`src/logic/acsr_defs.svh`:
```
// Purpose: constants of the channel correction and slot register bank
// Assumes: apb with 32-bit data, registers at word index, byte address = 4 * index
// Notes:   indexes are word indexes, paddr[11:2]
`ifndef ACSR_DEFS_SVH
`define ACSR_DEFS_SVH

// ==========================================================
// register map (word indexes)
`define ACSR_OFF_FIRST   10'h0a0
`define ACSR_OFF_LAST    10'h0be
`define ACSR_GAIN_FIRST  10'h0c0
`define ACSR_GAIN_LAST   10'h0de
`define ACSR_SLOT_FIRST  10'h100
`define ACSR_SLOT_LAST   10'h17f

// ==========================================================
// reset values
`define ACSR_OFF_RST     16'h0000
`define ACSR_GAIN_RST    16'h8000
`define ACSR_SLOT_RST    4'h0

// ==========================================================
// sizes and correction scaling
`define ACSR_NCHAN       16
`define ACSR_NSLOT       128
`define ACSR_GAIN_SHIFT  15
`define ACSR_CODE_MAX    18'h0ffff

`endif

```
`src/logic/acsr_pkg.sv`:
```
// Purpose: types of the channel correction and slot register bank
// Assumes: acsr_defs.svh sizes
// Notes:   whole block state is one packed struct
package acsr_pkg;

  typedef struct packed {
    logic [15:0][15:0]  offs;
    logic [15:0][15:0]  gain;
    logic [127:0][3:0]  slot;
    logic               pready;
    logic [31:0]        prdata;
    logic               pslverr;
    logic               cvalid;
    logic [3:0]         cchan;
    logic [15:0]        cdata;
    logic [3:0]         slot_sel;
  } acsr_state_t;

endpackage

```
`src/logic/acsr_correct.sv`:
```
// Purpose: combinational gain and offset correction of one conversion result
// Assumes: raw code unsigned, gain unsigned with 0x8000 as unity, offset two's complement
// Notes:   result saturates to 0x0000..0xffff
`include "acsr_defs.svh"

module acsr_correct (
  input  wire logic [15:0] raw_code,
  input  wire logic [15:0] gain_val,
  input  wire logic [15:0] offset_val,
  output logic      [15:0] corr_code
);

  logic        [31:0] product;
  logic signed [18:0] scaled;
  logic signed [18:0] summed;

  always_comb
  begin
    product = raw_code * gain_val;
    scaled  = signed'({2'b00, product[31:`ACSR_GAIN_SHIFT]});
    summed  = scaled + 19'(signed'(offset_val));
    if (summed < 19'sh0)
    begin
      corr_code = 16'h0000;
    end
    else if (summed > signed'({1'b0, `ACSR_CODE_MAX}))
    begin
      corr_code = 16'hffff;
    end
    else
    begin
      corr_code = summed[15:0];
    end
  end

endmodule

```
`src/logic/acsr_regs.sv`:
```
// Purpose: per-input offset and gain correction registers and sequencer slot registers
// Assumes: apb slave, zero wait states, one clock sys_clk, synchronous reset rst
// Notes:   conversion results are corrected and registered one cycle after conv_valid
//
// Behaviour
// - sixteen 16-bit offset registers from 0x00A0, step 2, reset zero, read/write.
// - each input's offset value adjusts every conversion result of that input.
// - sixteen 16-bit gain registers from 0x00C0, step 2, reset 0x8000, read/write.
// - each input's gain value scales every conversion result of that input.
// - 4-bit slot registers at 0x0100 through 0x017F, reset zero.
// - low four slot bits pick analog input k for that slot.
//
// Local design decision: the APB register port.
`include "acsr_defs.svh"

module acsr_regs (
  input  wire logic        sys_clk,
  input  wire logic        rst,
  input  wire logic        psel,
  input  wire logic        penable,
  input  wire logic        pwrite,
  input  wire logic [11:0] paddr,
  input  wire logic [31:0] pwdata,
  input  wire logic [3:0]  pstrb,
  output logic      [31:0] prdata,
  output logic             pready,
  output logic             pslverr,
  input  wire logic        conv_valid,
  input  wire logic [3:0]  conv_channel,
  input  wire logic [15:0] conv_data,
  output logic             corr_valid,
  output logic      [3:0]  corr_channel,
  output logic      [15:0] corr_data,
  input  wire logic [6:0]  slot_index,
  output logic      [3:0]  slot_input_select
);

  acsr_pkg::acsr_state_t st_ff;
  acsr_pkg::acsr_state_t nxt_st;
  logic [15:0]           corr_code;

  // ==========================================================
  // correction datapath
  acsr_correct u_correct (
    .raw_code   (conv_data),
    .gain_val   (st_ff.gain[conv_channel]),
    .offset_val (st_ff.offs[conv_channel]),
    .corr_code  (corr_code)
  );

  // ==========================================================
  // next state
  always_comb
  begin
    logic [9:0]  widx;
    logic        hit_off;
    logic        hit_gain;
    logic        hit_slot;
    logic        bad;
    logic        wr;
    logic [3:0]  ch;
    logic [6:0]  sl;
    logic [31:0] rd;
    widx     = paddr[11:2];
    hit_off  = (widx >= `ACSR_OFF_FIRST) && (widx <= `ACSR_OFF_LAST) && !widx[0];
    hit_gain = (widx >= `ACSR_GAIN_FIRST) && (widx <= `ACSR_GAIN_LAST) && !widx[0];
    hit_slot = (widx >= `ACSR_SLOT_FIRST) && (widx <= `ACSR_SLOT_LAST);
    bad      = (paddr[1:0] != 2'h0) || !(hit_off || hit_gain || hit_slot);
    ch       = widx[4:1];
    sl       = widx[6:0];
    rd       = 32'h0000_0000;
    nxt_st   = st_ff;

    // read data and error prepared in setup, presented in access
    if (hit_off)
    begin
      rd = {16'h0000, st_ff.offs[ch]};
    end
    else if (hit_gain)
    begin
      rd = {16'h0000, st_ff.gain[ch]};
    end
    else if (hit_slot)
    begin
      rd = {28'h000_0000, st_ff.slot[sl]};
    end
    nxt_st.pready  = psel && !penable;
    nxt_st.prdata  = (psel && !penable && !pwrite && !bad) ? rd : 32'h0000_0000;
    nxt_st.pslverr = psel && !penable && bad;

    // write at the completing access edge
    wr = psel && penable && pwrite && st_ff.pready && !st_ff.pslverr;
    if (wr && hit_off)
    begin
      if (pstrb[0])
      begin
        nxt_st.offs[ch][7:0] = pwdata[7:0];
      end
      if (pstrb[1])
      begin
        nxt_st.offs[ch][15:8] = pwdata[15:8];
      end
    end
    if (wr && hit_gain)
    begin
      if (pstrb[0])
      begin
        nxt_st.gain[ch][7:0] = pwdata[7:0];
      end
      if (pstrb[1])
      begin
        nxt_st.gain[ch][15:8] = pwdata[15:8];
      end
    end
    if (wr && hit_slot && pstrb[0])
    begin
      nxt_st.slot[sl] = pwdata[3:0];
    end

    // corrected result per input
    nxt_st.cvalid = conv_valid;
    if (conv_valid)
    begin
      nxt_st.cchan = conv_channel;
      nxt_st.cdata = corr_code;
    end

    // slot slot_index selects the input held in its slot register
    nxt_st.slot_sel = st_ff.slot[slot_index];

    if (rst)
    begin
      nxt_st = '0;
      for (int i = 0; i < `ACSR_NCHAN; i++)
      begin
        nxt_st.offs[i] = `ACSR_OFF_RST;
        nxt_st.gain[i] = `ACSR_GAIN_RST;
      end
      for (int j = 0; j < `ACSR_NSLOT; j++)
      begin
        nxt_st.slot[j] = `ACSR_SLOT_RST;
      end
    end
  end

  // ==========================================================
  // state register
  always_ff @(posedge sys_clk)
  begin
    st_ff <= nxt_st;
  end

  assign prdata            = st_ff.prdata;
  assign pready            = st_ff.pready;
  assign pslverr           = st_ff.pslverr;
  assign corr_valid        = st_ff.cvalid;
  assign corr_channel      = st_ff.cchan;
  assign corr_data         = st_ff.cdata;
  assign slot_input_select = st_ff.slot_sel;

endmodule
```
`config.mk`:
```
export PLATFORM = sky130hd
export DESIGN_NAME = acsr_regs
export DESIGN_NICKNAME = d
export VERILOG_FILES = /design/src/logic/acsr_pkg.sv /design/src/logic/acsr_correct.sv /design/src/logic/acsr_regs.sv
export VERILOG_INCLUDE_DIRS = /design/src /design/src/logic
export SDC_FILE = /design/constraint.sdc
export NUM_CORES = 2
export LEC_CHECK = 0
export BUFFER_PORTS_ARGS = -buffer_cell sky130_fd_sc_hd__buf_2
export CELL_PAD_IN_SITES_DETAIL_PLACEMENT = 0
export CELL_PAD_IN_SITES_GLOBAL_PLACEMENT = 1
export CORE_MARGIN = 2
export CORE_UTILIZATION = 35
export DETAILED_ROUTE_END_ITERATION = 12
export PLACE_DENSITY = 0.71
export SLEW_MARGIN = 20
export SYNTH_ARGS = -nofsm -noshare
export SYNTH_HDL_FRONTEND = slang
export SYNTH_SLANG_ARGS = --single-unit
```
`constraint.sdc`:
```
create_clock -name sys_clk -period 13.5 [get_ports sys_clk]
set_input_delay 1.35 -clock sys_clk [delete_from_list [all_inputs] [get_ports sys_clk]]
set_output_delay 1.35 -clock sys_clk [all_outputs]
set_load 0.01 [all_outputs]
```
==> impl_metrics.toml <==
[floorplan]
row_count = 156
fp.coreArea_um2 = 181100
die_w_um = 431.5
start_util_pct = 35.32
dieArea_um2 = 186200
ioPinCount = 140
die_height_um = 431.5

[pwr]
power_density_nw_per_um2 = 99.55
p_int_mw = 5.149
vdd_drop_max_uv = 97.94
p_leak_nw = 23.51
pwr-share-seq_pct = 45.4
switching_share_pct = 25.91
switchingPower_mw = 1.801
pwr-share-clk_pct = 47.1
comb_power_share_pct = 7.6

[clock_tree]
cts_setup_buffers = 0
clk_latency_ns = 0.76
cts_made_buffers = 113
ctsHoldBuffers = 0
cts_root_buf = "clkbuf_16"
clock_path_buffers = 3
cts_sinks = 1067
path_clk_slew_ns = 0.07
cts_tree = "yes"
cts_resized = 0
h-tree-depth = 3

[setup_path]
crit_type = "in2reg"
cp_common_cell = "fa_1"
critical-path-slowest-cell = "mux4_2"
cp.arrival_ns = 11.89
cp-start-kind = "input pin"
cp_data_required_time_ns = 14.18
cpPeakStageDelay_ns = 0.68
worstSetupEndpointType = "flop"
cp_max_fo = 64

[yosys]
synth_adder_area_share_pct = 8.457
synthMuxAreaShare_pct = 23.61
ys_types = 76
avgSynthCellArea_um2 = 9.317
synth_seq_area_share_pct = 33.39
synthTopCellsByCount = "1,067 x dfxtp_1, 1,023 x nand2_1, 791 x a21oi_1"
synth.top_cell.area_share_pct = 33.39
synth_compound_area_share_pct = 13.69
synth-main-ff-cell = "dfxtp_1"
netlist_area_um2 = 63970
synthSimpleGateAreaFrac_pct = 14.47
synth_edf_count = 0
ys_ff_latch = 1067
yosysTopAreaCell = "dfxtp_1"
netlist_instances = 6866
synth_top_family_by_area = "multiplexers"
synth_area_leaders = "dfxtp_1 33%, mux4_2 18%, a21oi_1 6.2%"
yosysMostFrequentCell = "dfxtp_1"
async_flop_share_pct = 0
synthXorXnorAreaFrac_pct = 0.4244
synth-warning-count = 0

[sta]
post-route-min-period_ns = 11.21
fmax_ghz = 0.08921
worst-slew-pin-transition_ns = 1.208
fin_skew_ns = 0.03184
final_hold_viol_count = 0
finalSetupViolCount = 0
rsz0062_at_grt = "no"
hold_ws_ns = 0.4659
finalCritPeriodShare_pct = 83.03
maxSlewHeadroom_pct = 19.46
finalMaxSlewViolations = 0
setup-tns-final_ns = 0

[route]
vias = 53580
avgViaCountPerCell = 5.943
initialDrtViolationCount = 5474
first_pass_iters = 8
wire_per_inst_um = 24.80
wl_um = 223500
drcViolationCount = 0
ant_nets = 0

[place]
place.gp.congestion = 0.8753
post-place-cells = 8805
io_buffers = 105
dp_hpwl_um = 138100

[layout]
layoutNonFillerInstCount = 9015
layout.nets = 6948
layout-area-overhead-vs-synth_pct = 9.124
drive_gt1_share_pct = 15.98

[run]
drv_cap = 0

[grt]
grt_pass1_vias = 52290
grt_max_degree = 132
antenna_found_initial = 13
grt_pass1_wl_um = 336400
overflow = 0
track_usage_pct = 23.40

[hold_path]
hp-class = "reg2reg"

[status]
status = "completed"
[layout by cell type (no fill, tap or decap), drive strengths merged, types with 7 or more instances in the layout]
cell    synthesis  layout
a211o          22      22
a211oi         16      16
a21o           23      23
a21oi         791     791
a221o          26      26
a221oi         57      57
a22o           24      24
a22oi          81      81
a311oi          8       8
a31oi          14      14
and2          130     130
and3            7       7
buf           210     250
bufinv          0       9
clkbuf        487     172
clkinv          0      16
conb            1      16
dfxtp        1067    1067
fa            194     194
ha            122     122
inv           241     245
mux2           41      41
mux2i         324     324
mux4          506     506
nand2        1023    1023
nand2b         13      13
nand3         403     403
nand4           9       9
nor2          436     436
nor2b          27      27
nor3           47      47
o211ai         11      11
o21ai         402     402
xnor2          14      14
xor2           17      17
[layout make-up]
type	instances	area (µm²)
well taps	2370	2965
multi-input cells	4876	39000
clock inverters	35	460.4
repair buffers	252	1772
flip-flops and latches	1067	21360
diodes	4	10.01
fillers	18070	111300
clock buffers	170	3333
inverters	241	905.9
[final timing paths]
check,startpoint,end,slack [ns],depth (start not counted)
hold reg to reg,st_ff[375],st_ff[375],0.47,2
setup reg to reg,st_ff[668],corr_data[14],3.24,31
hold / removal,st_ff[375],st_ff[375],0.47,2
setup / recovery,conv_channel[0],corr_data[14],2.29,33
[cell families (layout without fill, tap and decap cells)]
logic type               count (synthesis)  after routing
other                                    1             20
buffers and inverters                  938            698
multiplexers                           871            871
XOR/XNOR                                31             31
AO/OA/AOI/OAI                         1529           1529
AND/OR/NAND/NOR                       2113           2113
adder cells (fa/ha/maj)                316            316
flip-flops                            1067           1067
[power groups by stage]
stage          clock [mW]  sequential (mW)  combinational, mW
6_report             3.27             3.15              0.525
5_1_grt              3.43             3.15              0.546
4_1_cts              3.31             3.15              0.517
3_5_place_dp            0             3.22              0.515
3_3_place_gp            0             3.22              0.514
2_1_floorplan           0             3.22              0.333
[sequential cells by signal, indices dropped and copies added (netlist names)]
register and flops:
st_ff 1024, pready 1, pslverr 1, prdata 16, corr_valid 1, corr_channel 4, corr_data 16, slot_input_select 4
[routing by layer]
metal | GRT usage (%) | part of all wire [%] | up-vias
li1 | - | - | 23780
met1 | 30.53 | 40 | 26870
met2 | 38.62 | 48 | 2382
met3 | 3.483 | 7.3 | 541
met4 | 9.922 | 4.6 | 10
met5 | 0 | 0.033 | -
[stage by stage]
stage / setup WS [ns] / area (µm²) / total power, mW / util, %
after floorplan: 2.654 / 64030 / 3.557 / -
after global placement: 1.607 / 65960 / 3.739 / 36.42
after detailed placement: 1.542 / 65980 / 3.740 / 36.43
after CTS: 2.300 / 69770 / 6.980 / 38.52
after global routing: 1.595 / 69800 / 7.132 / 38.54
final: 2.290 / 69810 / 6.950 / 38.54
[worst max-delay path, delay by kind of cell]
kind	cells	cell delay, ns
AO/OA/AOI/OAI	14	3.78
adder cells (fa/ha/maj)	8	3.65
multiplexers	2	1.27
buffers and inverters	5	0.79
AND/OR/NAND/NOR	3	0.56
XOR/XNOR	1	0.33
No activity file was read; power rests on OpenSTA's default activity.
